===== src/inc/uart_irq_pkg.sv =====
// Package: register map, field positions, reset values and timing for the UART control block
package uart_irq_pkg;
   // ****************************************
   // Register offsets
   // ****************************************
   localparam logic [3:0] OFS_CTRL_A   = 4'h0;
   localparam logic [3:0] OFS_CTRL_B   = 4'h1;
   localparam logic [3:0] OFS_DATA     = 4'h2;
   localparam logic [3:0] OFS_BAUD     = 4'h3;
   localparam logic [3:0] OFS_STATUS   = 4'h4;
   localparam logic [3:0] OFS_IRQ_STAT = 4'h5;
   localparam logic [3:0] OFS_IRQ_MASK = 4'h6;
   localparam logic [3:0] OFS_CLK_CTRL = 4'h7;

   // ****************************************
   // Field positions
   // ****************************************
   // Control A
   localparam int B_UNIT_EN    = 7;
   localparam int B_NINE_BIT   = 6;
   localparam int B_RX_NINTH   = 1;
   localparam int B_TX_NINTH   = 0;
   // Control B
   localparam int B_HIGH_SPEED = 5;
   localparam int B_ADDR_EN    = 4;
   localparam int B_WAKE_EN    = 3;
   localparam int B_RX_IE      = 2;
   localparam int B_IDLE_IE    = 1;
   localparam int B_EMPTY_IE   = 0;
   // Status register
   localparam int B_OVERRUN    = 3;
   localparam int B_RX_AVAIL   = 2;
   localparam int B_TX_IDLE    = 1;
   localparam int B_TX_EMPTY   = 0;
   // Sticky event register
   localparam int EV_REQ       = 0;
   localparam int EV_ADDR      = 1;
   localparam int EV_WAKE      = 2;
   localparam int EV_DROP      = 3;
   localparam int EV_W         = 4;

   // ****************************************
   // Reset values
   // ****************************************
   localparam logic [7:0] RST_CTRL_A = 8'h00;
   localparam logic [7:0] RST_CTRL_B = 8'h00;
   localparam logic [7:0] RST_BAUD   = 8'h00;
   localparam logic [7:0] RST_DATA   = 8'h00;
   localparam logic [EV_W-1:0] RST_MASK = 4'h0;

   // ****************************************
   // Baud timing
   // ****************************************
   localparam int  CLK_HZ          = 50_000_000;
   localparam logic [6:0] DIV_LOW  = 7'd64;
   localparam logic [6:0] DIV_HIGH = 7'd16;
endpackage : uart_irq_pkg


===== src/rtl/uart_irq_wake_baud_ctrl.sv =====
// UART interrupt, address detect, wake-up and baud control
`timescale 1ns/1ps
`default_nettype none
module uart_irq_wake_baud_ctrl
   import uart_irq_pkg::*;
(
   input  wire logic       ref_clk,
   input  wire logic       rst,
   input  wire logic [3:0] addr,
   input  wire logic [7:0] wrData,
   input  wire logic       wrStrobe,
   input  wire logic       rdStrobe,
   output logic [7:0]      rdData,
   input  wire logic       rxPin,
   input  wire logic       rxWordValid,
   input  wire logic [7:0] rxWord,
   input  wire logic       rxNinth,
   input  wire logic       overrunIn,
   input  wire logic       txIdleIn,
   input  wire logic       txEmptyIn,
   output logic            rxWordAccept,
   output logic            txLoad,
   output logic [8:0]      txWord,
   output logic            baudTick,
   output logic            unitEnable,
   output logic            unitClockOn,
   output logic            uartIrqReq,
   output logic            irq
);
   // ****************************************
   // Registers
   // ****************************************
   logic [7:0]      ctrlA;
   logic [7:0]      ctrlB;
   logic [7:0]      dataBuf;
   logic [7:0]      baudDiv;
   logic            rxNinthBit;
   logic            rxAvail;
   logic            overrun;
   logic [EV_W-1:0] evStat;
   logic [EV_W-1:0] evMask;
   logic            clkOn;
   logic            rxMeta;
   logic            rxSync;
   logic            rxPrev;
   logic            wrHit;
   logic            addrBit;
   logic            wordKeep;
   logic            wakeEdge;
   logic            reqComb;
   logic [EV_W-1:0] evSet;
   logic [EV_W-1:0] evClr;

   assign unitEnable  = ctrlA[B_UNIT_EN];
   assign unitClockOn = clkOn;
   assign wrHit       = wrStrobe;

   // ****************************************
   // Control registers
   // ****************************************
   always_ff @(posedge ref_clk or posedge rst) begin
      if (rst) begin
         ctrlA   <= RST_CTRL_A;
         ctrlB   <= RST_CTRL_B;
         baudDiv <= RST_BAUD;
         evMask  <= RST_MASK;
         clkOn   <= 1'b1;
      end else if (wrHit) begin
         case (addr)
            OFS_CTRL_A:   ctrlA   <= wrData;
            OFS_CTRL_B:   ctrlB   <= wrData;
            OFS_BAUD:     baudDiv <= wrData;
            OFS_IRQ_MASK: evMask  <= wrData[EV_W-1:0];
            OFS_CLK_CTRL: clkOn   <= wrData[0];
            default: begin
            end
         endcase
      end
   end

   // ****************************************
   // Address detect and shared data buffer
   // ****************************************
   assign addrBit  = ctrlA[B_NINE_BIT] ? rxNinth : rxWord[7];
   assign wordKeep = !ctrlB[B_ADDR_EN] || addrBit;
   assign rxWordAccept = rxWordValid && unitEnable && clkOn;

   always_ff @(posedge ref_clk or posedge rst) begin
      if (rst) begin
         dataBuf    <= RST_DATA;
         rxNinthBit <= 1'b0;
         txLoad     <= 1'b0;
         txWord     <= 9'h000;
      end else begin
         txLoad <= 1'b0;
         if (wrHit && addr == OFS_DATA) begin
            dataBuf <= wrData;
            txLoad  <= unitEnable;
            txWord  <= {ctrlA[B_NINE_BIT] & ctrlA[B_TX_NINTH], wrData};
         end else if (rxWordAccept && wordKeep) begin
            dataBuf    <= rxWord;
            rxNinthBit <= ctrlA[B_NINE_BIT] & rxNinth;
         end
      end
   end

   // Receive flags; disabling the unit clears them
   always_ff @(posedge ref_clk or posedge rst) begin
      if (rst) begin
         rxAvail <= 1'b0;
         overrun <= 1'b0;
      end else if (!unitEnable) begin
         rxAvail <= 1'b0;
         overrun <= 1'b0;
      end else begin
         if (rxWordAccept && wordKeep) begin
            rxAvail <= 1'b1;
            overrun <= overrun | rxAvail | overrunIn;
         end else if (rdStrobe && addr == OFS_DATA) begin
            rxAvail <= 1'b0;
         end
      end
   end

   // ****************************************
   // RX pin synchroniser and wake-up
   // ****************************************
   always_ff @(posedge ref_clk or posedge rst) begin
      if (rst) begin
         rxMeta <= 1'b1;
         rxSync <= 1'b1;
         rxPrev <= 1'b1;
      end else begin
         rxMeta <= rxPin;
         rxSync <= rxMeta;
         rxPrev <= rxSync;
      end
   end

   // Only with the unit clock stopped and wake enabled
   assign wakeEdge = rxPrev && !rxSync && ctrlB[B_WAKE_EN] && !clkOn;

   // ****************************************
   // Request flag and sticky events
   // ****************************************
   always_comb begin
      reqComb = 1'b0;
      if (ctrlB[B_RX_IE] && (rxAvail || overrun)) reqComb = 1'b1;
      if (ctrlB[B_IDLE_IE] && txIdleIn && unitEnable) reqComb = 1'b1;
      if (ctrlB[B_EMPTY_IE] && txEmptyIn && unitEnable) reqComb = 1'b1;
   end

   assign evSet[EV_REQ]  = reqComb;
   assign evSet[EV_ADDR] = rxWordAccept && ctrlB[B_ADDR_EN] && addrBit
                           && ctrlB[B_RX_IE];
   assign evSet[EV_WAKE] = wakeEdge;
   assign evSet[EV_DROP] = rxWordAccept && !wordKeep;
   assign evClr = (wrHit && addr == OFS_IRQ_STAT) ? wrData[EV_W-1:0] : '0;

   // Set wins over a write-one clear in the same cycle
   always_ff @(posedge ref_clk or posedge rst) begin
      if (rst) begin
         evStat <= '0;
      end else begin
         evStat <= (evStat & ~evClr) | evSet;
      end
   end

   assign uartIrqReq = reqComb || (evStat[EV_ADDR] && ctrlB[B_RX_IE])
                       || (evStat[EV_WAKE] && ctrlB[B_WAKE_EN]);
   assign irq = |(evStat & evMask);

   // ****************************************
   // Register read port
   // ****************************************
   always_ff @(posedge ref_clk or posedge rst) begin
      if (rst) begin
         rdData <= 8'h00;
      end else if (rdStrobe) begin
         case (addr)
            OFS_CTRL_A: rdData <= {ctrlA[7:2], rxNinthBit, 1'b0};
            OFS_CTRL_B: rdData <= ctrlB;
            OFS_DATA:   rdData <= dataBuf;
            OFS_BAUD:   rdData <= baudDiv;
            OFS_STATUS: rdData <= {4'h0, overrun, rxAvail, txIdleIn, txEmptyIn};
            OFS_IRQ_STAT: rdData <= {4'h0, evStat};
            OFS_IRQ_MASK: rdData <= {4'h0, evMask};
            OFS_CLK_CTRL: rdData <= {7'h00, clkOn};
            default:    rdData <= 8'h00;
         endcase
      end else begin
         rdData <= 8'h00;
      end
   end

   // ****************************************
   // Baud generator
   // ****************************************
   baud_tick_gen u_baud (
      .ref_clk   (ref_clk),
      .rst       (rst),
      .clear     (!unitEnable || !clkOn),
      .highSpeed (ctrlB[B_HIGH_SPEED]),
      .divisor   (baudDiv),
      .baudTick  (baudTick)
   );

   // ****************************************
   // Assertions
   // ****************************************
   a_drop_no_addr: assert property (@(posedge ref_clk) disable iff (rst)
      rxWordAccept && ctrlB[B_ADDR_EN] && !addrBit |=> !evStat[EV_ADDR] || $past(evStat[EV_ADDR]))
      else $error("Non-address word flagged as address");
   a_addr_event: assert property (@(posedge ref_clk) disable iff (rst)
      rxWordAccept && ctrlB[B_ADDR_EN] && addrBit && ctrlB[B_RX_IE] |=> evStat[EV_ADDR])
      else $error("Address word did not raise event");
   a_wake_edge: assert property (@(posedge ref_clk) disable iff (rst)
      $fell(rxSync) && ctrlB[B_WAKE_EN] && !clkOn |=> evStat[EV_WAKE])
      else $error("Wake edge missed");
   a_wake_clk_on: assert property (@(posedge ref_clk) disable iff (rst)
      clkOn && !evStat[EV_WAKE] |=> !evStat[EV_WAKE])
      else $error("Wake while clock runs");
   a_wake_off: assert property (@(posedge ref_clk) disable iff (rst)
      !ctrlB[B_WAKE_EN] && !evStat[EV_WAKE] |=> !evStat[EV_WAKE])
      else $error("Wake with enable clear");
   a_rx_req: assert property (@(posedge ref_clk) disable iff (rst)
      ctrlB[B_RX_IE] && rxAvail |-> uartIrqReq)
      else $error("Receive request missing");
   a_idle_req: assert property (@(posedge ref_clk) disable iff (rst)
      ctrlB[B_IDLE_IE] && txIdleIn && unitEnable |-> uartIrqReq)
      else $error("Idle request missing");
   a_empty_req: assert property (@(posedge ref_clk) disable iff (rst)
      ctrlB[B_EMPTY_IE] && txEmptyIn && unitEnable |-> uartIrqReq)
      else $error("Empty request missing");
   a_disable_clr: assert property (@(posedge ref_clk) disable iff (rst)
      !unitEnable |=> !rxAvail && !overrun)
      else $error("Flags survive unit disable");
   a_data_write: assert property (@(posedge ref_clk) disable iff (rst)
      wrStrobe && addr == OFS_DATA |=> dataBuf == $past(wrData))
      else $error("Data register write lost");
   a_addr_keep: assert property (@(posedge ref_clk) disable iff (rst)
      rxWordAccept && ctrlB[B_ADDR_EN] && addrBit |=> rxAvail)
      else $error("Address word not kept");
   a_drop_no_avail: assert property (@(posedge ref_clk) disable iff (rst)
      rxWordAccept && ctrlB[B_ADDR_EN] && !addrBit && !rxAvail |=> !rxAvail)
      else $error("Dropped word marked available");
   a_drop_data_kept: assert property (@(posedge ref_clk) disable iff (rst)
      rxWordAccept && ctrlB[B_ADDR_EN] && !addrBit && !(wrStrobe && addr == OFS_DATA)
      |=> $stable(dataBuf))
      else $error("Dropped word reached data register");
   a_drop_event: assert property (@(posedge ref_clk) disable iff (rst)
      rxWordAccept && ctrlB[B_ADDR_EN] && !addrBit |=> evStat[EV_DROP])
      else $error("Dropped word not recorded");
   a_wake_irq: assert property (@(posedge ref_clk) disable iff (rst)
      evStat[EV_WAKE] && ctrlB[B_WAKE_EN] |-> uartIrqReq)
      else $error("Wake request without interrupt");
   a_wake_sticky: assert property (@(posedge ref_clk) disable iff (rst)
      evStat[EV_WAKE] && !(wrStrobe && addr == OFS_IRQ_STAT && wrData[EV_WAKE])
      |=> evStat[EV_WAKE])
      else $error("Wake event lost without clear");
   a_over_req: assert property (@(posedge ref_clk) disable iff (rst)
      ctrlB[B_RX_IE] && overrun |-> uartIrqReq)
      else $error("Overrun request missing");
   a_idle_off: assert property (@(posedge ref_clk) disable iff (rst)
      !ctrlB[B_IDLE_IE] && !ctrlB[B_EMPTY_IE] && !rxAvail && !overrun |-> !reqComb)
      else $error("Disabled source reached request");
   a_req_gated: assert property (@(posedge ref_clk) disable iff (rst)
      !ctrlB[B_RX_IE] && !ctrlB[B_IDLE_IE] && !ctrlB[B_EMPTY_IE]
      && !ctrlB[B_WAKE_EN] |-> !uartIrqReq)
      else $error("Request with every source disabled");
   a_tx_nine: assert property (@(posedge ref_clk) disable iff (rst)
      wrStrobe && addr == OFS_DATA |=> txWord ==
      {$past(ctrlA[B_NINE_BIT] & ctrlA[B_TX_NINTH]), $past(wrData)})
      else $error("Transmit word or ninth bit wrong");
   a_ninth_wo: assert property (@(posedge ref_clk) disable iff (rst)
      rdStrobe && addr == OFS_CTRL_A |=> !rdData[B_TX_NINTH])
      else $error("Write-only ninth bit readable");
   a_baud_clear: assert property (@(posedge ref_clk) disable iff (rst)
      !unitEnable |=> !baudTick)
      else $error("Baud tick while unit disabled");
   a_tick_pulse: assert property (@(posedge ref_clk) disable iff (rst)
      baudTick |=> !baudTick)
      else $error("Baud tick longer than one cycle");

   // ****************************************
   // Cover points
   // ****************************************
   c_addr_word: cover property (@(posedge ref_clk) evSet[EV_ADDR]);
   c_drop_word: cover property (@(posedge ref_clk) evSet[EV_DROP]);
   c_wake:      cover property (@(posedge ref_clk) evSet[EV_WAKE]);
   c_irq:       cover property (@(posedge ref_clk) irq);
   c_overrun:   cover property (@(posedge ref_clk) overrun);
endmodule : uart_irq_wake_baud_ctrl
`default_nettype wire


===== src/rtl/baud_tick_gen.sv =====
// Baud tick generator: prescaler plus 8-bit reload counter
`timescale 1ns/1ps
`default_nettype none
module baud_tick_gen
   import uart_irq_pkg::*;
(
   input  wire logic       ref_clk,
   input  wire logic       rst,
   input  wire logic       clear,
   input  wire logic       highSpeed,
   input  wire logic [7:0] divisor,
   output logic            baudTick
);
   logic [6:0] preCount;
   logic [7:0] mainCount;
   logic [6:0] preLast;
   logic       preTick;

   assign preLast = (highSpeed ? DIV_HIGH : DIV_LOW) - 7'd1;
   assign preTick = (preCount >= preLast);

   // Prescaler of 64 or 16 clocks
   always_ff @(posedge ref_clk or posedge rst) begin
      if (rst) begin
         preCount <= 7'd0;
      end else if (clear || preTick) begin
         preCount <= 7'd0;
      end else begin
         preCount <= preCount + 7'd1;
      end
   end

   // Divide by N+1
   always_ff @(posedge ref_clk or posedge rst) begin
      if (rst) begin
         mainCount <= 8'd0;
         baudTick  <= 1'b0;
      end else if (clear) begin
         mainCount <= 8'd0;
         baudTick  <= 1'b0;
      end else begin
         baudTick <= 1'b0;
         if (preTick) begin
            if (mainCount >= divisor) begin
               mainCount <= 8'd0;
               baudTick  <= 1'b1;
            end else begin
               mainCount <= mainCount + 8'd1;
            end
         end
      end
   end
endmodule : baud_tick_gen
`default_nettype wire


===== config.mk =====
export PLATFORM = sky130hd
export DESIGN_NAME = uart_irq_wake_baud_ctrl
export DESIGN_NICKNAME = d
export VERILOG_FILES = /design/src/inc/uart_irq_pkg.sv /design/src/rtl/uart_irq_wake_baud_ctrl.sv /design/src/rtl/baud_tick_gen.sv
export SDC_FILE = /design/constraint.sdc
export NUM_CORES = 1
export LEC_CHECK = 0
export ABC_AREA = 0
export BUFFER_PORTS_ARGS = -buffer_cell sky130_fd_sc_hd__buf_2
export CAP_MARGIN = 20
export CORE_MARGIN = 2
export CORE_UTILIZATION = 55
export DETAILED_ROUTE_END_ITERATION = 10
export GPL_ROUTABILITY_DRIVEN = 1
export PLACE_DENSITY = 0.77
export SYNTH_ARGS = -nofsm -noshare
export SYNTH_HDL_FRONTEND = slang
export SYNTH_SLANG_ARGS = --single-unit

===== constraint.sdc =====
create_clock -name ref_clk -period 4.4 [get_ports ref_clk]
set_input_delay 1.1 -clock ref_clk [delete_from_list [all_inputs] [get_ports ref_clk]]
set_output_delay 1.1 -clock ref_clk [all_outputs]
set_load 0.01 [all_outputs]

==> parameters.txt, run 1 <==
Parameter                              Value

Clock network
  Clock tree from TritonCTS ... built
  Clock sink count ... 80
  Level count of the clock H-tree ... 3
  Post-CTS Setup Inserts ... 0
  Hold-fix buffers, CTS ... 0
  Max Buffers Root-to-Sink ... 2
  Post-CTS resize count ... 0
  Library cell used as clock root buffer ... sky130_fd_sc_hd__clkbuf_8
  Clk Latency, worst-skew pair ... between 300 and 400 ps
  Number of buffers inserted during clock tree synthesis ... 9
  Clk pin slew, worst setup/hold paths ... approximately 70 ps

Floorplanning
  Die area ... 0.00781 sq mm
  Standard-cell rows ... 30
  Horizontal die dimension ... 88.4 microns
  Die H ... 88.4 microns
  Initial core utilization ... 57.3%
  Std-Cell Core Area ... 0.00683 sq mm
  I/O pin cnt ... 54

STA
  Unrepaired setup endpoints after global routing ... no
  Max-slew violations ... 0
  Fmax ... roughly 330 MHz
  Final critical path time including I/O delays and setup ... a little over 3000 ps
  Final Hold Viols ... 0
  Hold Slack ... approximately 360 ps
  Post-route clock period utilization ... 69.0%
  Post-route worst setup slack ... 1360 ps
  Number of endpoints failing setup at the final stage ... 0
  Worst slew pin tran ... between 1000 and 1500 ps
  Setup total negative slack ... 0 ps
  Max transition margin ... 31.8%
  Worst Clk Skew ... 7.89 ps

Place
  IO buf count ... 53
  Minimum setup slack after placement ... 1370 ps
  Final HPWL DP ... 6.12 mm
  RD Place Congestion ... 0.895
  Placement-stage cell area ... 0.00423 sq mm

Layout
  Antenna diodes ... 0
  Ratio of cells with drive above 1 in the final layout ... a little over a quarter
  Final net count ... 446
  Area Growth Syn to Fin ... 13.4%
  Multi-input gate area in the final layout ... around 0.0018 sq mm
  Seq. cell area ... 0.00201 sq mm
  Fill cell instance count of the final layout ... 554
  Finished Cell Area ... 0.00444 sq mm

GRT
  Overall track demand over capacity in global routing ... 23.9%
  Pin count of the biggest net entering global routing ... 60
  Global-route wire length before repair ... roughly 14 mm
  Vias in the first global route ... 2822
  Initial antenna violation count ... 0
  Global route total overflow ... 0

Route
  ANT nets after route ... 0
  First drt pass iteration count ... 4
  Total Routed Length ... 8.66 mm
  Detailed-route DRC error count ... 0
  Routed via count ... roughly 2900
  Vias per Instance ... 5.72
  Initial detailed-routing violation count ... 168
  Average detailed-routed wire length per instance ... 17.1 microns

Yosys
  Sequential fraction of the synthesis area ... 51.2%
  Most common cell in the netlist ... sky130_fd_sc_hd__dfrtp_1
  Fraction of registers with async set/reset ... 100%
  Syn_area_per_cell ... 11.1 sq um
  Number of enable-type register cells in the synthesized netlist ... 0
  Post-synthesis instance area ... 0.00392 sq mm
  Fraction of post-synthesis cell area in the top cell type by area ... 48.6%
  Cells after synthesis ... 352
  Cell variety after synth ... 57
  Most instantiated flip-flop cell in the synthesis netlist ... sky130_fd_sc_hd__dfrtp_1
  Synthesized net count ... 394
  Total number of yosys warnings ... 0
  Flip-flop and latch count after synthesis ... 80
  Cell type contributing the most total cell area after synthesis ... sky130_fd_sc_hd__dfrtp_1
  Cell types with the largest area share after synthesis ... sky130_fd_sc_hd__dfrtp_1 49%, sky130_fd_sc_hd__mux2i_1 5.4%, sky130_fd_sc_hd__nand2_1 4.7%
  Ranking of synthesized cells by instance count ... 76 x sky130_fd_sc_hd__dfrtp_1, 49 x sky130_fd_sc_hd__nand2_1, 22 x sky130_fd_sc_hd__nor2_1

Power
  Static leakage ... 2.15 nW
  Largest voltage drop on the vdd net ... around 0.17 mV
  Power consumption ... approximately 0.0019 W
  Power density relative to cell area ... 431 mW/mm^2

Setup path
  Data required, critical path ... 3300 ps
  Startpoint of the lowest-slack register-to-register path ... baudDiv[6]
  Register-to-register setup slack ... about 2000 ps
  Critical path arrival ... roughly 1900 ps
  Critical Setup Path Class ... in2out
  Nature of the critical path startpoint ... primary input
  FF-to-FF End ... u_baud.mainCount[0]
  Worst-path maximum fanout ... 2
  CP Capture Type ... output pin
  Path depth of the worst reg2reg path ... 7

Worst hold path
  Hold worst-path end ... rxSync
  Hold WC Path Type ... reg2reg
  Launch instance of the worst min-delay path ... rxMeta
  Number of cells traversed by the worst hold path ... 0

Run status
  Result of the run ... completed

Job
  Max Cap Violations ... 0
report_power, final:
group          internal (W)  switching, W  total, W
Combinational      0.000199      0.000197  0.000396
Sequential         0.000875      0.000118  0.000993
Clock              0.000259      0.000264  0.000524
Total               0.00133      0.000580   0.00191
metal layers:
layer	track usage (%)	up-vias	wire [microns]	part of all wire, %
li1	-	1358	-	-
met2	37.6	96	4100	47
met1	32.5	1416	3850	45
met5	0	-	0	0
met4	11.2	0	218	2.5
met3	3.92	19	487	5.6
sequential cells by signal (all words and copies together), names as in the netlist, 4 cells and up:
name	count
ctrlB	8
u_baud.mainCount	8
evMask	4
u_baud.preCount	7
rdData	8
baudDiv	8
evStat	4
ctrlA	7
dataBuf	8
txWord	9
area by class of cell:
| type | instances | area share, % |
|---|---|---|
| Timing Repair Buffer | 55 | 6.76 |
| Inverter | 12 | 1.04 |
| Clock buffer | 10 | 2.87 |
| Tap cell | 96 | 2.70 |
| Sequential cell | 80 | 45.2 |
| Multi-Input combinational cell | 246 | 40.1 |
| Clock inverter | 6 | 1.35 |
cell usage in the layout (no fill, tap or decap), types with 4 or more instances in the layout:
cell,netlist,routed
sky130_fd_sc_hd__a22oi_1,5,5
sky130_fd_sc_hd__mux2_4,7,7
sky130_fd_sc_hd__mux2i_1,21,21
sky130_fd_sc_hd__ha_1,12,12
sky130_fd_sc_hd__a21o_1,5,5
sky130_fd_sc_hd__inv_1,12,11
sky130_fd_sc_hd__nand2_1,49,49
sky130_fd_sc_hd__xor2_1,4,4
sky130_fd_sc_hd__clkbuf_8,0,9
sky130_fd_sc_hd__dfstp_2,4,4
sky130_fd_sc_hd__and3_1,6,6
sky130_fd_sc_hd__a21oi_1,6,6
sky130_fd_sc_hd__dfrtp_1,76,76
sky130_fd_sc_hd__clkinv_2,0,4
sky130_fd_sc_hd__mux2_2,15,15
sky130_fd_sc_hd__nor2b_1,6,6
sky130_fd_sc_hd__nor2_1,22,22
sky130_fd_sc_hd__nand3_1,10,10
sky130_fd_sc_hd__nor3_1,4,4
sky130_fd_sc_hd__buf_2,7,53
sky130_fd_sc_hd__o22a_1,4,4
sky130_fd_sc_hd__o21ai_0,20,20
metrics by stage:
step | instances | util (%)
6_report | 505 | 65.0
3_3_place_gp | 488 | 61.9
3_5_place_dp | 488 | 61.9
2_1_floorplan | 352 | -
5_1_grt | 505 | 65.0
4_1_cts | 504 | 64.6
worst max path at each step:
stage              from         end  cells after the start  slack (ps)
5_1_grt        txIdleIn  uartIrqReq                      5        1320
6_report       txIdleIn  uartIrqReq                      5        1360
2_1_floorplan       rst  baudDiv[0]                      1        1250
4_1_cts        txIdleIn  uartIrqReq                      5        1360
3_5_place_dp   txIdleIn  uartIrqReq                      5        1370
3_3_place_gp   txIdleIn  uartIrqReq                      5        1360
worst max-delay path: stages:
cell	delay, ps
sky130_fd_sc_hd__buf_2	110
sky130_fd_sc_hd__a22oi_1	160
sky130_fd_sc_hd__o21ai_0	140
sky130_fd_sc_hd__a221o_1	280
sky130_fd_sc_hd__buf_2	140
cells by family (layout without fill, tap and decap cells):
| family | after synthesis | in the layout | synth area share, % |
|---|---|---|---|
| AND/OR/NAND/NOR | 116 | 116 | 14.2 |
| multiplexers | 45 | 45 | 13.5 |
| XOR/XNOR | 6 | 6 | 1.34 |
| buffers and inverters | 26 | 83 | 3.29 |
| AO/OA/AOI/OAI | 67 | 67 | 12.5 |
| flip-flops | 80 | 80 | 51.2 |
| adder cells (fa/ha/maj) | 12 | 12 | 3.83 |
No activity file was read; power rests on OpenSTA's default activity.
==> inputs of run 2 (changes only) <==
==> constraint.sdc (replaced) <==
create_clock -name ref_clk -period 3 [get_ports ref_clk]
set_input_delay 0.75 -clock ref_clk [delete_from_list [all_inputs] [get_ports ref_clk]]
set_output_delay 0.75 -clock ref_clk [all_outputs]
set_load 0.01 [all_outputs]
==> parameters.txt, run 2 (same netlist as run 1, synthesis figures left out) <==
Parameter                              Value

Setup path
  Max incr delay on CP ... 530 ps (+250 ps)
  Nature of the critical path startpoint ... flop
  Startpoint of the lowest-slack register-to-register path ... baudDiv[6]
  CP Cell Sequence ... inv_1 -> o21ai_0 -> a221o_1 -> buf_2
  CP bufs+invs ... 2 (unchanged)
  Data required, critical path ... 2250 ps (-1050 ps)
  Critical Setup Path Class ... reg2out
  Worst-path maximum fanout ... 8 (+6)
  Start point of the critical path ... ctrlA[7]
  Top Family by Delay on Critical Path ... flip-flops
  Critical path arrival ... 1650 ps (-290 ps)
  Slowest-stage cell, CP ... sky130_fd_sc_hd__dfrtp_1
  CP Capture Type ... output pin

Clock network
  Post-CTS Setup Inserts ... 0 (unchanged)
  Max Buffers Root-to-Sink ... 2 (unchanged)
  Clk Latency, worst-skew pair ... 350 ps (about the same)
  Post-CTS resize count ... 0 (unchanged)
  Library cell used as clock root buffer ... sky130_fd_sc_hd__clkbuf_8
  Level count of the clock H-tree ... 3 (unchanged)
  Hold-fix buffers, CTS ... 0 (unchanged)
  Number of buffers inserted during clock tree synthesis ... 9 (unchanged)
  Clk pin slew, worst setup/hold paths ... 80 ps (about the same)
  Clock tree from TritonCTS ... built
  Clock sink count ... 80 (unchanged)

STA
  Hold Slack ... 358 ps (-0.674 ps)
  Final Hold Viols ... 0 (unchanged)
  Number of endpoints failing setup at the final stage ... 0 (unchanged)
  Max-slew violations ... 0 (unchanged)
  Worst Clk Skew ... 13.0 ps (+5.07 ps)
  Worst slew pin tran ... 728 ps (-291 ps)
  Post-route clock period utilization ... between 80% and 90%
  Final critical path time including I/O delays and setup ... approximately 2400 ps
  Max transition margin ... 51.4% (+20 points)
  Setup total negative slack ... 0 ps (unchanged)
  Fmax ... 416 MHz
  Unrepaired setup endpoints after global routing ... no

Route
  Top metal layer carrying routed signals ... met4
  ANT nets after route ... 0 (unchanged)
  Initial detailed-routing violation count ... 203 (+21%)
  Routed via count ... 2914 (+0.87%)
  Detailed-routed wire length on met3 ... 480 microns (-1.4%)
  First drt pass iteration count ... 5 (+1)
  Vias per Instance ... 5.74 (+0.27%)
  Total Routed Length ... 8.78 mm (+1.4%)
  Post-Route M1 WL ... 3.84 mm (-0.36%)
  Met2 Wirelength ... 4.15 mm (+1.2%)
  Average detailed-routed wire length per instance ... 17.3 microns (+0.84%)
  Detailed-route DRC error count ... 0 (unchanged)

Power
  Static leakage ... 2.20 nW (+2.6%)
  Power density relative to cell area ... 678 mW/mm^2 (+58%)
  Largest voltage drop on the vdd net ... 0.418 mV (+150%)

Worst hold path
  Launch instance of the worst min-delay path ... rxMeta
  Hold WC Path Type ... reg2reg

Layout
  Commonest cells after routing, fill and taps aside ... 76 x sky130_fd_sc_hd__dfrtp_1, 53 x sky130_fd_sc_hd__buf_2, 49 x sky130_fd_sc_hd__nand2_1
  Largest reg by FF count ... txWord
  Antenna diodes ... 0 (unchanged)
  Area Growth Syn to Fin ... 15.8%
  Ratio of cells with drive above 1 in the final layout ... 26.9% (+0.78 points)
  Most common library cell in the layout ignoring fill and taps ... sky130_fd_sc_hd__dfrtp_1
  Final net count ... 449 (+0.67%)
  Number of flip-flops in the largest register ... 9 (unchanged)

Run status
  Result of the run ... completed

Floorplanning
  Standard-cell rows ... 30 (unchanged)
  I/O pin cnt ... 54 (unchanged)
  Die area ... 0.00781 sq mm (unchanged)
  Horizontal die dimension ... 88.4 microns (unchanged)
  Die H ... 88.4 microns (unchanged)
  Std-Cell Core Area ... 0.00683 sq mm (unchanged)
  Initial core utilization ... 57.3% (unchanged)

Job
  Max Cap Violations ... 0 (unchanged)

GRT
  Initial antenna violation count ... 0 (unchanged)
  Pin count of the biggest net entering global routing ... 43 (-28%)
  Global-route wire length before repair ... 14.6 mm (+4.3%)
  Global route total overflow ... 0 (unchanged)
  Overall track demand over capacity in global routing ... 24.8% (+0.88 points)
  Vias in the first global route ... 2970 (+5.2%)

Place
  Final HPWL DP ... 6.33 mm (+3.4%)
  IO buf count ... 53 (unchanged)
  RD Place Congestion ... 0.914 (+2.1%)
run 2: report_power, final:
group / total [W] / internal (W) / switching [W] / leakage, nW
Combinational: 0.000581 / 0.000292 / 0.000289 / 1.05
Clock: 0.00103 / 0.000640 / 0.000393 / 0.134
Sequential: 0.00146 / 0.00128 / 0.000180 / 1.02
run 2: path summary, 6_finish.rpt:
path	to	slack, ps	depth (start not counted)
max	uartIrqReq	600	4
min	rxSync	360	0
max reg2reg	u_baud.mainCount[4]	870	8
min reg2reg	rxSync	360	0
max in group asynchronous	rxMeta	1790	3
min in group asynchronous	dataBuf[4]	490	2
run 2: final cells by class:
type | instances | area, sq um
repair buffers | 58 | 315
inverters | 12 | 46.3
clock inverters | 7 | 143
flip-flops and latches | 80 | 2010
multi-input cells | 246 | 1780
well taps | 96 | 120
clock buffers | 9 | 124
fillers | 546 | 2300
run 2: stage by stage:
stage / setup WS (ps) / util (%) / area (sq um) / instances / total power, W
after floorplan: 205 / - / 3920 / 352 / 0.00183
after global placement: 664 / 62.5 / 4270 / 492 / 0.00203
after detailed placement: 669 / 62.5 / 4270 / 492 / 0.00206
after CTS: 611 / 66.4 / 4540 / 508 / 0.00310
after global routing: 519 / 66.4 / 4540 / 508 / 0.00323
final: 595 / 66.4 / 4540 / 508 / 0.00308
run 2: metal layers:
layer | global-route usage [%] | up-vias
li1 | - | 1366
met1 | 31.5 | 1418
met3 | 5.50 | 28
met2 | 40.5 | 102
met5 | 0 | -
met4 | 11.4 | 0
